<file path="config.mk">
export PLATFORM = sky130hd
export DESIGN_NAME = agc_config_regs
export DESIGN_NICKNAME = d
export VERILOG_FILES = /design/src/design/agc_pkg.sv /design/src/design/agc_config_regs.sv /design/src/design/agc_bias_select.sv
export VERILOG_INCLUDE_DIRS = /design/src /design/src/design
export SDC_FILE = /design/constraint.sdc
export NUM_CORES = 1
export LEC_CHECK = 0
export ABC_AREA = 1
export BUFFER_PORTS_ARGS = -buffer_cell sky130_fd_sc_hd__buf_2
export CORE_MARGIN = 2
export CORE_UTILIZATION = 57
export CTS_BUF_LIST = sky130_fd_sc_hd__clkbuf_8
export DETAILED_ROUTE_END_ITERATION = 16
export PLACE_DENSITY = 0.82
export SYNTH_ARGS = -nofsm -noshare
export SYNTH_HDL_FRONTEND = slang
export SYNTH_SLANG_ARGS = --single-unit
</file>
<file path="constraint.sdc">
create_clock -name REF_CLK -period 2.05 [get_ports REF_CLK]
set_input_delay 0.205 -clock REF_CLK [delete_from_list [all_inputs] [get_ports REF_CLK]]
set_output_delay 0.205 -clock REF_CLK [all_outputs]
set_load 0.01 [all_outputs]
</file>
<file path="src/design/agc_defines.svh">
// register offsets, field positions, reset values and bus codes of the front-end config bank
`ifndef AGC_DEFINES_SVH
`define AGC_DEFINES_SVH

`define AGC_ADDR_W         12
`define AGC_IDX_W          10
`define AGC_REG_W          16

// register indices; byte address is four times the index
`define AGC_IDX_BIAS       10'h03c
`define AGC_IDX_OVR        10'h054
`define AGC_IDX_INTEG      10'h058
`define AGC_IDX_OPTS       10'h05a

`define AGC_RST_BIAS       16'h3006
`define AGC_RST_OVR        16'h0020
`define AGC_RST_INTEG      16'h0000
`define AGC_RST_OPTS       16'h0000

// afe_bias_and_power
`define AGC_GLOBAL_CATH    9
`define AGC_SHUT_HI        8
`define AGC_SHUT_LO        3
// cathode_override_and_channel_use
`define AGC_B_ONECH        15
`define AGC_A_ONECH        14
`define AGC_SLEEP_CATH_HI  13
`define AGC_SLEEP_CATH_LO  12
`define AGC_B_CATH_HI      11
`define AGC_B_CATH_LO      10
`define AGC_A_CATH_HI      9
`define AGC_A_CATH_LO      8
`define AGC_OVR_EN         7
// slot_integration_enable
`define AGC_B_INTEG        13
`define AGC_A_INTEG        12
// integration_sampling_options
`define AGC_GAP_EN         7
`define AGC_B_PAIR         6
`define AGC_A_PAIR         5

`define AGC_ALL_CHANNELS   4'hf
`define AGC_ONE_CHANNEL    4'h1
`define AGC_NO_GAP         5'h00

`define AGC_RESP_OKAY      2'b00
`define AGC_RESP_SLVERR    2'b10

`endif

</file>
<file path="src/design/agc_pkg.sv">
// types shared by the front-end configuration bank
`include "agc_defines.svh"

package agc_pkg;

  // cathode and anode level codes, shared by sleep and both slots
  typedef enum logic [1:0] {
    VOLT_1V8  = 2'b00,
    VOLT_1V3  = 2'b01,
    VOLT_1V55 = 2'b10,
    VOLT_0V0  = 2'b11
  } agc_volt_type;

  typedef enum logic [2:0] {
    REG_BIAS  = 3'b000,
    REG_OVR   = 3'b001,
    REG_INTEG = 3'b010,
    REG_OPTS  = 3'b011,
    REG_NONE  = 3'b100
  } agc_reg_type;

  typedef struct packed {
    logic [`AGC_REG_W-1:0]  afe_bias_and_power;
    logic [`AGC_REG_W-1:0]  cathode_override_and_channel_use;
    logic [`AGC_REG_W-1:0]  slot_integration_enable;
    logic [`AGC_REG_W-1:0]  integration_sampling_options;
    logic                   aw_held;
    logic [`AGC_ADDR_W-1:0] aw_addr;
    logic                   w_held;
    logic [31:0]            w_data;
    logic [3:0]             w_strb;
    logic                   b_valid;
    logic [1:0]             b_resp;
    logic                   r_valid;
    logic [31:0]            r_data;
    logic [1:0]             r_resp;
    agc_volt_type           cathode;
    agc_volt_type           anode;
    logic [5:0]             shutdown;
    logic [3:0]             channels;
    logic                   integ;
    logic                   single_pair;
    logic [4:0]             gap_us;
  } agc_state_type;

endpackage : agc_pkg

</file>
<file path="src/design/agc_config_regs.sv">
// front-end global configuration register bank with an AXI4-Lite slave
//
// What this block does
// - Global cathode bit: clear gives 1.3 V like the anode, set gives 1.8 V.
// - Six-bit channel shutdown field: zero keeps all on, 0x38 stops channels 2-4.
// - Second slot integration uses four channels, or channel one when its bit is set.
// - First slot integration uses four channels, or channel one when its bit is set.
// - Sleep with override applies the sleep cathode code; anode follows cathode.
// - Second slot with override applies its cathode code; anode stays 1.3 V.
// - First slot with override applies its cathode code; anode stays 1.3 V.
// - Override clear uses the global cathode bit; set uses sleep and slot codes in those phases, and the global bit when none is active.
// - Second slot runs digital integration when its enable bit is set, else normal.
// - First slot runs digital integration when its enable bit is set, else normal.
// - Gap mode off: regions abut; on: gap is the active slot's fine offset in us.
// - Second slot uses a single sample pair when its bit is set, else double.
// - First slot uses a single sample pair when its bit is set, else double.
`timescale 1ns/1ps
`default_nettype none
`include "agc_defines.svh"

module agc_config_regs (
  input  wire logic                   REF_CLK,
  input  wire logic                   NRST,
  input  wire logic                   CE,
  input  wire logic                   AWVALID,
  output var  logic                   AWREADY,
  input  wire logic [`AGC_ADDR_W-1:0] AWADDR,
  input  wire logic                   WVALID,
  output var  logic                   WREADY,
  input  wire logic [31:0]            WDATA,
  input  wire logic [3:0]             WSTRB,
  output var  logic                   BVALID,
  input  wire logic                   BREADY,
  output var  logic [1:0]             BRESP,
  input  wire logic                   ARVALID,
  output var  logic                   ARREADY,
  input  wire logic [`AGC_ADDR_W-1:0] ARADDR,
  output var  logic                   RVALID,
  input  wire logic                   RREADY,
  output var  logic [31:0]            RDATA,
  output var  logic [1:0]             RRESP,
  input  wire logic                   SLEEP_ACTIVE,
  input  wire logic                   SLOT_A_ACTIVE,
  input  wire logic                   SLOT_B_ACTIVE,
  input  wire logic [4:0]             FIRST_SLOT_FINE_OFFSET,
  input  wire logic [4:0]             SECOND_SLOT_FINE_OFFSET,
  output var  agc_pkg::agc_volt_type  CATHODE_LEVEL,
  output var  agc_pkg::agc_volt_type  ANODE_LEVEL,
  output var  logic [5:0]             FRONT_END_CHANNEL_SHUTDOWN,
  output var  logic [3:0]             ACTIVE_CHANNELS,
  output var  logic                   INTEG_ENABLE,
  output var  logic                   SINGLE_PAIR,
  output var  logic [4:0]             GAP_US
);
  import agc_pkg::*;

  localparam agc_state_type RESET_STATE = '{
    afe_bias_and_power:               `AGC_RST_BIAS,
    cathode_override_and_channel_use: `AGC_RST_OVR,
    slot_integration_enable:          `AGC_RST_INTEG,
    integration_sampling_options:     `AGC_RST_OPTS,
    aw_held:                          1'b0,
    aw_addr:                          '0,
    w_held:                           1'b0,
    w_data:                           '0,
    w_strb:                           '0,
    b_valid:                          1'b0,
    b_resp:                           `AGC_RESP_OKAY,
    r_valid:                          1'b0,
    r_data:                           '0,
    r_resp:                           `AGC_RESP_OKAY,
    cathode:                          VOLT_1V3,
    anode:                            VOLT_1V3,
    shutdown:                         '0,
    channels:                         `AGC_ALL_CHANNELS,
    integ:                            1'b0,
    single_pair:                      1'b0,
    gap_us:                           `AGC_NO_GAP
  };

  agc_state_type st;
  agc_state_type next_st;

  // word decode, shared by the write and the read path
  function automatic agc_reg_type reg_decode(input logic [`AGC_ADDR_W-1:0] addr);
    logic [`AGC_IDX_W-1:0] idx;
    idx = addr[`AGC_ADDR_W-1:2];
    if (addr[1:0] != 2'b00) begin
      reg_decode = REG_NONE;
    end else if (idx == `AGC_IDX_BIAS) begin
      reg_decode = REG_BIAS;
    end else if (idx == `AGC_IDX_OVR) begin
      reg_decode = REG_OVR;
    end else if (idx == `AGC_IDX_INTEG) begin
      reg_decode = REG_INTEG;
    end else if (idx == `AGC_IDX_OPTS) begin
      reg_decode = REG_OPTS;
    end else begin
      reg_decode = REG_NONE;
    end
  endfunction : reg_decode

  // byte lanes 0 and 1 carry the 16-bit register; lanes 2 and 3 are dropped
  function automatic logic [`AGC_REG_W-1:0] lane_merge(
    input logic [`AGC_REG_W-1:0] old,
    input logic [31:0]           data,
    input logic [3:0]            strb
  );
    lane_merge = old;
    if (strb[0]) begin
      lane_merge[7:0] = data[7:0];
    end
    if (strb[1]) begin
      lane_merge[15:8] = data[15:8];
    end
  endfunction : lane_merge

  // readies carry CE so no AW, W or AR handshake completes while the state is frozen; BVALID and RVALID are not gated
  assign AWREADY = CE && !st.aw_held;
  assign WREADY  = CE && !st.w_held;
  assign ARREADY = CE && !st.r_valid;

  assign BVALID = st.b_valid;
  assign BRESP  = st.b_resp;
  assign RVALID = st.r_valid;
  assign RDATA  = st.r_data;
  assign RRESP  = st.r_resp;

  assign CATHODE_LEVEL              = st.cathode;
  assign ANODE_LEVEL                = st.anode;
  assign FRONT_END_CHANNEL_SHUTDOWN = st.shutdown;
  assign ACTIVE_CHANNELS            = st.channels;
  assign INTEG_ENABLE               = st.integ;
  assign SINGLE_PAIR                = st.single_pair;
  assign GAP_US                     = st.gap_us;

  // phase priority: sleep, then first slot, then second slot
  logic in_sleep;
  logic in_first;
  logic in_second;
  assign in_sleep  = SLEEP_ACTIVE;
  assign in_first  = !SLEEP_ACTIVE && SLOT_A_ACTIVE;
  assign in_second = !SLEEP_ACTIVE && !SLOT_A_ACTIVE && SLOT_B_ACTIVE;

  logic [`AGC_REG_W-1:0] ovr;
  logic [`AGC_REG_W-1:0] opts;
  assign ovr  = st.cathode_override_and_channel_use;
  assign opts = st.integration_sampling_options;

  agc_volt_type sel_cathode;
  agc_volt_type sel_anode;

  agc_bias_select u_bias (
    .override_en (ovr[`AGC_OVR_EN]),
    .global_high (st.afe_bias_and_power[`AGC_GLOBAL_CATH]),
    .in_sleep    (in_sleep),
    .in_first    (in_first),
    .in_second   (in_second),
    .sleep_code  (ovr[`AGC_SLEEP_CATH_HI:`AGC_SLEEP_CATH_LO]),
    .first_code  (ovr[`AGC_A_CATH_HI:`AGC_A_CATH_LO]),
    .second_code (ovr[`AGC_B_CATH_HI:`AGC_B_CATH_LO]),
    .cathode     (sel_cathode),
    .anode       (sel_anode)
  );

  // per-slot settings, index 0 first slot, index 1 second slot
  logic [1:0]       slot_onech;
  logic [1:0]       slot_integ;
  logic [1:0]       slot_pair;
  logic [1:0][4:0]  slot_fine;
  logic [1:0][3:0]  slot_chan;
  logic [1:0][4:0]  slot_gap;
  assign slot_onech = {ovr[`AGC_B_ONECH], ovr[`AGC_A_ONECH]};
  assign slot_integ = {st.slot_integration_enable[`AGC_B_INTEG],
                       st.slot_integration_enable[`AGC_A_INTEG]};
  assign slot_pair  = {opts[`AGC_B_PAIR], opts[`AGC_A_PAIR]};
  assign slot_fine  = {SECOND_SLOT_FINE_OFFSET, FIRST_SLOT_FINE_OFFSET};

  for (genvar s = 0; s < 2; s++) begin : g_slot
    assign slot_chan[s] = slot_onech[s] ? `AGC_ONE_CHANNEL : `AGC_ALL_CHANNELS;
    assign slot_gap[s]  = opts[`AGC_GAP_EN] ? slot_fine[s] : `AGC_NO_GAP;
  end

  always_comb begin
    next_st = st;
    if (AWVALID && AWREADY) begin
      next_st.aw_held = 1'b1;
      next_st.aw_addr = AWADDR;
    end
    if (WVALID && WREADY) begin
      next_st.w_held = 1'b1;
      next_st.w_data = WDATA;
      next_st.w_strb = WSTRB;
    end
    if (st.b_valid && BREADY) begin
      next_st.b_valid = 1'b0;
    end
    // a new write waits for the previous response to drain
    if (st.aw_held && st.w_held && !st.b_valid) begin
      next_st.aw_held = 1'b0;
      next_st.w_held  = 1'b0;
      next_st.b_valid = 1'b1;
      next_st.b_resp  = `AGC_RESP_OKAY;
      unique case (reg_decode(st.aw_addr))
        REG_BIAS: begin
          next_st.afe_bias_and_power =
            lane_merge(st.afe_bias_and_power, st.w_data, st.w_strb);
        end
        REG_OVR: begin
          next_st.cathode_override_and_channel_use =
            lane_merge(ovr, st.w_data, st.w_strb);
        end
        REG_INTEG: begin
          next_st.slot_integration_enable =
            lane_merge(st.slot_integration_enable, st.w_data, st.w_strb);
        end
        REG_OPTS: begin
          next_st.integration_sampling_options =
            lane_merge(opts, st.w_data, st.w_strb);
        end
        default: begin
          next_st.b_resp = `AGC_RESP_SLVERR;
        end
      endcase
    end
    if (st.r_valid && RREADY) begin
      next_st.r_valid = 1'b0;
    end
    if (ARVALID && ARREADY) begin
      next_st.r_valid = 1'b1;
      next_st.r_resp  = `AGC_RESP_OKAY;
      unique case (reg_decode(ARADDR))
        REG_BIAS: begin
          next_st.r_data = 32'(st.afe_bias_and_power);
        end
        REG_OVR: begin
          next_st.r_data = 32'(ovr);
        end
        REG_INTEG: begin
          next_st.r_data = 32'(st.slot_integration_enable);
        end
        REG_OPTS: begin
          next_st.r_data = 32'(opts);
        end
        default: begin
          next_st.r_data = '0;
          next_st.r_resp = `AGC_RESP_SLVERR;
        end
      endcase
    end
    next_st.cathode  = sel_cathode;
    next_st.anode    = sel_anode;
    next_st.shutdown = st.afe_bias_and_power[`AGC_SHUT_HI:`AGC_SHUT_LO];
    // outside both slots nothing integrates and all channels are offered
    next_st.channels    = `AGC_ALL_CHANNELS;
    next_st.integ       = 1'b0;
    next_st.single_pair = 1'b0;
    next_st.gap_us      = `AGC_NO_GAP;
    if (in_first) begin
      next_st.channels    = slot_chan[0];
      next_st.integ       = slot_integ[0];
      next_st.single_pair = slot_pair[0];
      next_st.gap_us      = slot_gap[0];
    end else if (in_second) begin
      next_st.channels    = slot_chan[1];
      next_st.integ       = slot_integ[1];
      next_st.single_pair = slot_pair[1];
      next_st.gap_us      = slot_gap[1];
    end
  end

  always_ff @(posedge REF_CLK or negedge NRST) begin
    if (!NRST) begin
      st <= RESET_STATE;
    end else if (CE) begin
      st <= next_st;
    end
  end

  // helper terms sampled by the checks below
  logic ce_first;
  logic ce_second;
  logic ce_sleep_ovr;
  logic ce_no_ovr;
  logic write_go;
  logic glob_bit;
  logic gap_bit;
  logic [1:0] a_code;
  logic [1:0] b_code;
  logic [1:0] s_code;
  assign ce_first     = CE && in_first;
  assign ce_second    = CE && in_second;
  assign ce_sleep_ovr = CE && in_sleep && ovr[`AGC_OVR_EN];
  assign ce_no_ovr    = CE && !ovr[`AGC_OVR_EN];
  assign write_go     = CE && st.aw_held && st.w_held && !st.b_valid;
  assign glob_bit     = st.afe_bias_and_power[`AGC_GLOBAL_CATH];
  assign gap_bit      = opts[`AGC_GAP_EN];
  assign a_code       = ovr[`AGC_A_CATH_HI:`AGC_A_CATH_LO];
  assign b_code       = ovr[`AGC_B_CATH_HI:`AGC_B_CATH_LO];
  assign s_code       = ovr[`AGC_SLEEP_CATH_HI:`AGC_SLEEP_CATH_LO];
endmodule : agc_config_regs

`default_nettype wire

</file>
<file path="src/design/agc_bias_select.sv">
// photodiode cathode and anode level selection
`timescale 1ns/1ps
`default_nettype none

module agc_bias_select (
  input  wire logic                  override_en,
  input  wire logic                  global_high,
  input  wire logic                  in_sleep,
  input  wire logic                  in_first,
  input  wire logic                  in_second,
  input  wire logic [1:0]            sleep_code,
  input  wire logic [1:0]            first_code,
  input  wire logic [1:0]            second_code,
  output var  agc_pkg::agc_volt_type cathode,
  output var  agc_pkg::agc_volt_type anode
);
  import agc_pkg::*;

  always_comb begin
    cathode = global_high ? VOLT_1V8 : VOLT_1V3;
    anode   = VOLT_1V3;
    if (override_en) begin
      if (in_sleep) begin
        cathode = agc_volt_type'(sleep_code);
      end else if (in_first) begin
        cathode = agc_volt_type'(first_code);
      end else if (in_second) begin
        cathode = agc_volt_type'(second_code);
      end
    end
    // anode follows the cathode in sleep so the diode sees no bias
    if (in_sleep) begin
      anode = cathode;
    end
  end

endmodule : agc_bias_select

`default_nettype wire

</file>
==> results of run 1 <==
worst reg2reg max path, delay by kind of cell, from the launching register on:
family	cells	cell delay, ns
and+or+nand+nor	9	1.31
DFF	1	0.40
buffers and inverters	1	0.07
worst min-delay path by stage:
stage               depth (start not counted)        endpoint  slack (ns)
finish                                      3          st[98]       0.009
global route                                3          st[99]       0.003
CTS                                         3          st[73]      0.0007
detailed placement                          2         st[101]        0.37
global placement                            2         st[104]        0.38
floorplan                                   0  ANODE_LEVEL[1]       -0.09
layer usage:
metal	share of wire [%]	track usage, %	vias to the layer above
met5	0	0	-
met4	2.9	11.6	0
met1	41	33.1	2805
met3	5.8	6.85	44
li1	-	-	2843
met2	50	42.9	206
repair_timing:
action                     CTS  global route
resized for setup            0             1
hold buffers                19             1
setup endpoints to repair    0            14
hold endpoints to repair   144             1
report_power, final:
part           switching [W]  internal, W  leakage [nW]
clock               0.000960      0.00112         0.214
sequential          0.000228      0.00299          1.74
combinational       0.000995     0.000452          2.31
total                0.00218      0.00456          4.26
through the flow:
step	setup WS (ns)	std cells	util (%)	hold slack, ns
CTS	0.0515	1121	66.7	0.000668
global placement	0.139	1071	62.0	0.378
global route	-0.0580	1122	66.8	0.00318
finish	0.155	1122	66.8	0.00901
detailed placement	0.0529	1071	62.0	0.375
floorplan	0.490	861	-	-0.0906
registers in the layout, indices dropped and copies added, names as in the netlist, 5 cells and up:
signal,flops
opts,16
FRONT_END_CHANNEL_SHUTDOWN,6
ovr,16
next_st,6
RDATA,16
st,55
GAP_US,5
cell type report:
type	count	area (sq um)	area share, %
flip-flops and latches	134	3360	41.7
multi-input cells	568	2930	36.3
repair buffers	144	896	11.1
clock buffers	23	317	3.93
inverters	77	289	3.59
well taps	168	210	2.61
clock inverters	8	58.8	0.730
placed cells by master, fill, tap and decap left out, types with 2 or more instances in the layout:
| master | instances |
|---|---|
| nor2_2 | 5 |
| nand2_4 | 4 |
| nand2_1 | 249 |
| a21oi_1 | 31 |
| clkbuf_8 | 23 |
| dfrtp_1 | 126 |
| conb_1 | 19 |
| inv_1 | 75 |
| nand3_2 | 5 |
| o21ai_0 | 3 |
| buf_2 | 104 |
| a22o_1 | 5 |
| nand4_2 | 3 |
| nand4_1 | 35 |
| dfstp_2 | 8 |
| nor2_4 | 10 |
| inv_2 | 5 |
| mux2_2 | 8 |
| clkinv_2 | 2 |
| nand3_1 | 59 |
| buf_12 | 2 |
| nand2_2 | 8 |
| dlygate4sd3_1 | 20 |
| o21ai_2 | 48 |
| clkinv_1 | 2 |
| nor2_1 | 63 |
| nor3_1 | 2 |
| buf_4 | 18 |
| a31oi_1 | 2 |
cell families (layout without fill, tap and decap cells):
logic type,Yosys count,after routing,share of synthesized area (%)
buffers and inverters,159,252,12.4
other,2,19,0.106
and+or+nand+nor,448,448,29.3
muxes,8,8,1.27
AOI/OAI and AO/OA,93,93,9.57
DFF,134,134,47.4
==> impl_metrics.tcl, run 1 <==
set metrics [dict create \
    path_delay_family "simple AND/OR/NAND/NOR gates" \
    grt_pass1_vias 5612 \
    wl_mm 16.1 \
    place.gp.congestion 0.903 \
    synth_cells 844 \
    clock-sinks 134 \
    antenna_cells 0 \
    critPathLaunchType "register" \
    crit_cells 10 \
    ir_drop_uv 592 \
    synth-edff-count 0 \
    cp-endpoint "st[167]" \
    period_share_pct 92.4 \
    avgSynthCellArea_sq_um 8.41 \
    crit_fanout 8 \
    viasPerCell 5.26 \
    clock_latency_ns 0.45 \
    dieArea_sq_um 13400 \
    r2r_cells 10 \
    ant_nets 0 \
    critical_path_class "register to register" \
    reg2reg_to "st[167]" \
    drt_iter0_markers 457 \
    die_width_um 116 \
    cpMostUsedCell "nand2_1" \
    yosysMostFrequentCell "nand2_1" \
    p_leak_nw 4.26 \
    clk_pin_slew_worst_paths_ns 0.07 \
    core_sq_um 12100 \
    r2r_start "st[105]" \
    postSynth.asyncResetShare_pct 100 \
    grt_pass1_wl_mm 26.9 \
    grt_remaining_overflow 0 \
    synth_top_area_share_pct 44.4 \
    required_ns 2.39 \
    hold_violations 0 \
    antenna_found_initial 0 \
    netlist_top_cells_count "249 x nand2_1, 126 x dfrtp_1, 70 x inv_1, 63 x nor2_1" \
    root_buffer "clkbuf_8" \
    rsz0062_at_grt "true" \
    cts_buffer_depth 2 \
    drc 0 \
    hold_class "input pin to register" \
    grt_max_degree 135 \
    htree_levels 4 \
    fp-row-count 40 \
    final_nets 1023 \
    first_pass_iters 5 \
    crit_start "st[105]" \
    synth_top_cell_by_area "dfrtp_1" \
    slew_violations 0 \
    total_power_w 0.00674 \
    final-setup-viol-count 0 \
    worstHoldStart "AWADDR[2]" \
    vias 5898 \
    num_io_pins 143 \
    post_route_cells_drive_above_1_share_pct 27.0 \
    cts_buffers 17 \
    path_cells "inv_2, nand2_1, nor2_2, nand3_2, nand2_4, nor2_1, nor2_1, nand4_2, nand2_1, nand2_1" \
    syn_area_sq_um 7100 \
    powerDensity_nw_per_um2 837 \
    synth_top_flop_cell "dfrtp_1" \
    maxCapViolations 0 \
    wl_per_cell_um 14.4 \
    cts_setup_buffers 0 \
    max_stage_delay_ns 0.40 \
    status "finished clean" \
    crit_slowest_cell "dfrtp_1" \
    gr-usage-all-layers_pct 26.3 \
    finalSetupTns_ns 0 \
    ys_seq_elements 134 \
    slew_headroom_pct 49.5 \
    ys_types 36 \
    die_h_um 116 \
    max_freq_mhz 528 \
    io_buffer_count 105 \
    start_util_pct 58.8 \
    yosysSeqAreaShare_pct 47.4 \
    end_kind "register" \
    ys_warn_count 0 \
    place_hpwl_mm 11.3 \
    dpl-instance-area_sq_um 7480 \
    critPathBufInv 1 \
    syn2layout_area_growth_pct 13.6 \
    cts_tree "done" \
    final_area_sq_um 8060 \
    tightest_slew_ns 0.757 \
    fillers 995 \
    min_period_ns 1.90 \
    synthTopCellsByArea "dfrtp_1 44%, nand2_1 13%, buf_4 6.2%, o21ai_2 5.9%, nand3_1 4.2%" \
    arrival_ns 2.24 \
    skew_ns 0.00970 \
    r2r_slack_ns 0.15 \
]
Note: power is estimated with default switching activity, not from simulation.
==> run 2, diff against run 1 <==
clock period = 2.1 ns   (was 2.05 ns; I/O delays follow)
==> run 2 against run 1 <==
Against the previous run:
- clock skew is 0.0047 ns higher
- power is 3.7% lower
- utilization is 0.15 points higher
- cell area is 0.22% higher
- first-iteration DRC count is 5.0% higher
- worst hold slack better by 0.022 ns
- global-route usage is 0.15 points higher
- routed wire length is 1.5% higher
- clock power is 6% lower
- critical endpoint is now next_st[13]
- largest cell class unchanged
- largest power group unchanged
==> impl_metrics.tcl, run 2 (synthesis results as in run 1) <==
set metrics [dict create \
    final_nets 1028 \
    end_kind "register" \
    drc 0 \
    dieArea_sq_um 13400 \
    arrival_ns 2.22 \
    grt_remaining_overflow 0 \
    ant_nets 0 \
    clk_pin_slew_worst_paths_ns 0.07 \
    die_h_um 116 \
    top_register "st" \
    seqPwrFrac_pct 48.4 \
    htree_levels 4 \
    vias 5852 \
    slew_violations 0 \
    hold_class "input pin to register" \
    antenna_cells 0 \
    critPathLaunchType "register" \
    core_sq_um 12100 \
    clock-sinks 134 \
    grt_max_degree 73 \
    cts_buffers 17 \
    power.switching_w 0.00211 \
    clock_latency_ns 0.45 \
    crit_fanout 8 \
    final_cell_count_no_fill 1127 \
    io_buffer_count 105 \
    cts_tree "done" \
    status "finished clean" \
    root_buffer "clkbuf_8" \
    maxCapViolations 0 \
    pwr-share-clk_pct 30.1 \
    viasPerCell 5.19 \
    final-setup-viol-count 0 \
    combPwrFrac_pct 21.6 \
    die_width_um 116 \
    period_share_pct 89.8 \
    grt_pass1_vias 5672 \
    p_int_w 0.00439 \
    first_pass_iters 6 \
    switching_share_pct 32.4 \
    num_io_pins 143 \
    skew_ns 0.0144 \
    powerDensity_nw_per_um2 804 \
    start_util_pct 58.8 \
    wl_mm 16.4 \
    antenna_found_initial 0 \
    dpl-instance-area_sq_um 7490 \
    place_hpwl_mm 11.6 \
    cts_buffer_depth 2 \
    ir_drop_uv 680 \
    worst_hold_slack_ns 0.0305 \
    grt_pass1_wl_mm 27.2 \
    hold_violations 0 \
    drt_iter0_markers 480 \
    place.gp.congestion 0.920 \
    fp-row-count 40 \
    final_cell_mix "249 x nand2_1, 126 x dfrtp_1, 104 x buf_2" \
    wl_per_cell_um 14.5 \
    max_freq_mhz 531 \
    post_route_cells_drive_above_1_share_pct 27.0 \
    p_leak_nw 4.27 \
    critical_path_class "register to register" \
    final_common_cell "nand2_1" \
    syn2layout_area_growth_pct 13.8 \
    finalSetupTns_ns 0 \
    cts_resized 0 \
    slew_headroom_pct 61.3 \
    final_area_sq_um 8080 \
    required_ns 2.43 \
    placed_cells 1073 \
    rsz0062_at_grt "false" \
    tightest_slew_ns 0.579 \
    gr-usage-all-layers_pct 26.4 \
    largest_reg_flops 55 \
    final_core_util_pct 67.0 \
    min_period_ns 1.88 \
]
[run 2: worst paths after layout]
check	from	end	slack, ns	cells after the start
worst max-delay path	st[99]	next_st[13]	0.22	10
worst min-delay path	WDATA[7]	st[70]	0.03	3
worst max register to register	st[99]	next_st[13]	0.22	10
worst min register to register	st[159]	st[159]	0.47	2
max in group asynchronous	NRST	st[169]	1.14	3
min in group asynchronous	NRST	st[60]	0.22	2
[run 2: routing by layer]
layer  global-route usage (%)  part of all wire (%)  wire (um)  vias up
met5                        0                     0          0        -
met4                     8.84                   2.2        357        0
met3                     6.07                   6.9       1130       39
met2                     45.3                    50       8260      210
met1                     33.2                    40       6620     2738
li1                         -                     -          -     2865
[run 2: stage by stage]
step                power (W)  setup WS [ns]
finish                0.00650          0.215
global route          0.00685         0.0274
CTS                   0.00653          0.233
detailed placement    0.00456          0.240
global placement      0.00449          0.286
floorplan             0.00413          0.540
[run 2: final cells by class]
| type | count | area (sq um) |
|---|---|---|
| clock buffer | 21 | 289 |
| clock inverter | 10 | 67.6 |
| fill | 995 | 3980 |
| inverter | 77 | 289 |
| multi-input combinational | 568 | 2920 |
| sequential | 134 | 3360 |
| tap | 168 | 210 |
| timing repair buffer | 149 | 941 |
[run 2: power groups by stage]
stage / clock network [W] / registers [W] / logic [W]
after floorplan: 0 / 0.00314 / 0.000985
after global placement: 0 / 0.00316 / 0.00133
after detailed placement: 0 / 0.00318 / 0.00138
after CTS: 0.00199 / 0.00313 / 0.00141
after global routing: 0.00210 / 0.00318 / 0.00158
final: 0.00195 / 0.00314 / 0.00140
[run 2: worst max-delay path, stage by stage (launching register included)]
cell     delay, ns
dfrtp_1       0.39
nor2_1        0.20
nand2_2       0.10
inv_2         0.07
nand3_2       0.08
nand2_4       0.14
nor2_1        0.05
nor2_1        0.23
nand4_2       0.29
nand2_1       0.16
nand2_1       0.07
[run 2: what timing repair did]
action	in CTS	in global routing
endpoints found under the hold margin	46	0
hold buffers	23	0
setup endpoints to repair	0	0
setup buffers	0	0
==> run 3, diff against run 2 <==
RECOVER_POWER = 50   (was default)
clock period = 1.8 ns   (was 2.1 ns; I/O delays follow)
==> run 3 against run 2 <==
Against the previous run:
- routed wire length up 14%
- cell area up 6.5%
- clock skew increased by 0.0037 ns
- count of clock-buffer cells in the layout unchanged
- worst hold slack worse by 0.0085 ns
- clock power increased by 37%
- critical endpoint is now st[172]
==> impl_metrics.tcl, run 3 (synthesis results as in run 1) <==
set metrics [dict create \
    final_cell_count_no_fill 1155 \
    slew_violations 0 \
    max_freq_mhz 558 \
    end_kind "register" \
    first_pass_iters 5 \
    hold_class "input pin to register" \
    dieArea_sq_um 13400 \
    critPathLaunchType "register" \
    required_ns 2.20 \
    core_sq_um 12100 \
    dpl-instance-area_sq_um 7660 \
    powerDensity_nw_per_um2 960 \
    io_buffer_count 105 \
    die_width_um 116 \
    ant_nets 0 \
    worstHoldStart "WDATA[12]" \
    clock-sinks 134 \
    cts_buffers 17 \
    clock_latency_ns 0.46 \
    min_period_ns 1.79 \
    skew_ns 0.0181 \
    drt_iter0_markers 531 \
    r2r_start "st[99]" \
    viasPerCell 5.42 \
    arrival_ns 2.19 \
    final_area_sq_um 8600 \
    final_cell_mix "241 x nand2_1, 126 x dfrtp_1, 104 x buf_2" \
    wl_mm 18.7 \
    holdPathEnd "st[75]" \
    crit_slowest_cell "dfrtp_1" \
    grt_pass1_wl_mm 27.7 \
    start_util_pct 58.8 \
    critical_path_class "register to register" \
    place.gp.congestion 0.881 \
    r2r_cells 13 \
    num_io_pins 143 \
    path_delay_family "simple AND/OR/NAND/NOR gates" \
    grt_pass1_vias 5709 \
    maxCapViolations 0 \
    root_buffer "clkbuf_8" \
    die_h_um 116 \
    gr-usage-all-layers_pct 27.1 \
    total_power_w 0.00826 \
    cts_tree "done" \
    drc 0 \
    fp-row-count 40 \
    top_register "st" \
    reg2reg_to "st[172]" \
    critPathBufInv 4 \
    largest_reg_flops 55 \
    cts_buffer_depth 2 \
    ir_drop_uv 776 \
    r2r_slack_ns 0.007 \
    rsz0062_at_grt "true" \
    placed_cells 1084 \
    path_cells "nor2_2, nand2_2, inv_2, nand3_4, nand2_4, buf_6, inv_2, nand2_2, nand3_4, nor2_4, clkbuf_16, nand3_1, nand2_1" \
    worst_hold_slack_ns 0.0220 \
    syn2layout_area_growth_pct 21.2 \
    period_share_pct 99.6 \
    htree_levels 4 \
    grt_remaining_overflow 0 \
    hold_violations 0 \
    post_route_cells_drive_above_1_share_pct 30.9 \
    antenna_found_initial 0 \
    vias 6256 \
    crit_fanout 8 \
    wl_per_cell_um 16.2 \
    place_hpwl_mm 11.8 \
    status "finished clean" \
    tightest_slew_ns 1.04 \
    grt_max_degree 57 \
    clk_pin_slew_worst_paths_ns 0.08 \
    worstHoldPathCells 3 \
    p_leak_nw 4.43 \
    final_nets 1055 \
    final_common_cell "nand2_1" \
    finalSetupTns_ns 0 \
    max_stage_delay_ns 0.41 \
    final-setup-viol-count 0 \
    antenna_cells 0 \
    slew_headroom_pct 30.4 \
]
## run 3: cell count changes in the layout (fill, tap and decap cells not counted), sizes merged
cell	change
buf	+15
bufinv	+2
clkbuf	+3
clkinv	+2
clkinvlp	+1
dlygate4sd3	+8
inv	-4
nand2	+1
## run 3: repair_timing
action | in CTS | in global routing
setup endpoints to repair | 8 | 49
hold buffers | 31 | 0
resized for setup | 2 | 33
cloned | 0 | 2
buffers inserted | 0 | 6
pin swaps | 0 | 10
endpoints found under the hold margin | 156 | 0
## run 3: metrics by stage
step | setup WS [ns] | utilization (%)
floorplan | 0.240 | -
global placement | 0.0454 | 63.5
detailed placement | 0.00918 | 63.5
CTS | -0.0244 | 69.7
global route | -0.134 | 71.3
finish | 0.00657 | 71.3
## run 3: routing by layer
layer / GRT usage [%] / routed length [um]
met1: 33.6 / 7060
met2: 45.8 / 9330
met3: 6.54 / 1540
met4: 10.8 / 727
met5: 0 / 0
## run 3: area by class of cell
cell class                      count  area (sq um)
Tap cell                          168           210
Inverter                           77           289
Clock inverter                     11           130
Sequential cell                   134          3360
Clock buffer                       21           289
Fill cell                         850          3460
Timing Repair Buffer              175          1250
Multi-Input combinational cell    569          3070
## run 3: worst max-delay path by stage
stage	from	end	slack (ns)	cells after the start
3_3_place_gp	st[107]	st[171]	0.05	10
4_1_cts	st[107]	glob_bit	-0.02	10
2_1_floorplan	st[105]	ovr[7]	0.24	11
6_report	st[99]	st[172]	0.007	13
3_5_place_dp	st[107]	glob_bit	0.009	10
5_1_grt	st[99]	ovr[12]	-0.13	11
## run 3: worst register-to-register path: stages (launching register included)
cell and delay, ns:
dfrtp_1 0.41, nor2_2 0.17, nand2_2 0.08, inv_2 0.09
nand3_4 0.07, nand2_4 0.08, buf_6 0.13, inv_2 0.04
nand2_2 0.08, nand3_4 0.07, nor2_4 0.16, clkbuf_16 0.19
nand3_1 0.09, nand2_1 0.07
## run 3: power by group
| group | switching (W) | internal [W] | total, W |
|---|---|---|---|
| sequential | 0.000316 | 0.00340 | 0.00372 |
| combinational | 0.00128 | 0.000589 | 0.00187 |
| clock | 0.00118 | 0.00150 | 0.00267 |
| total | 0.00277 | 0.00549 | 0.00826 |
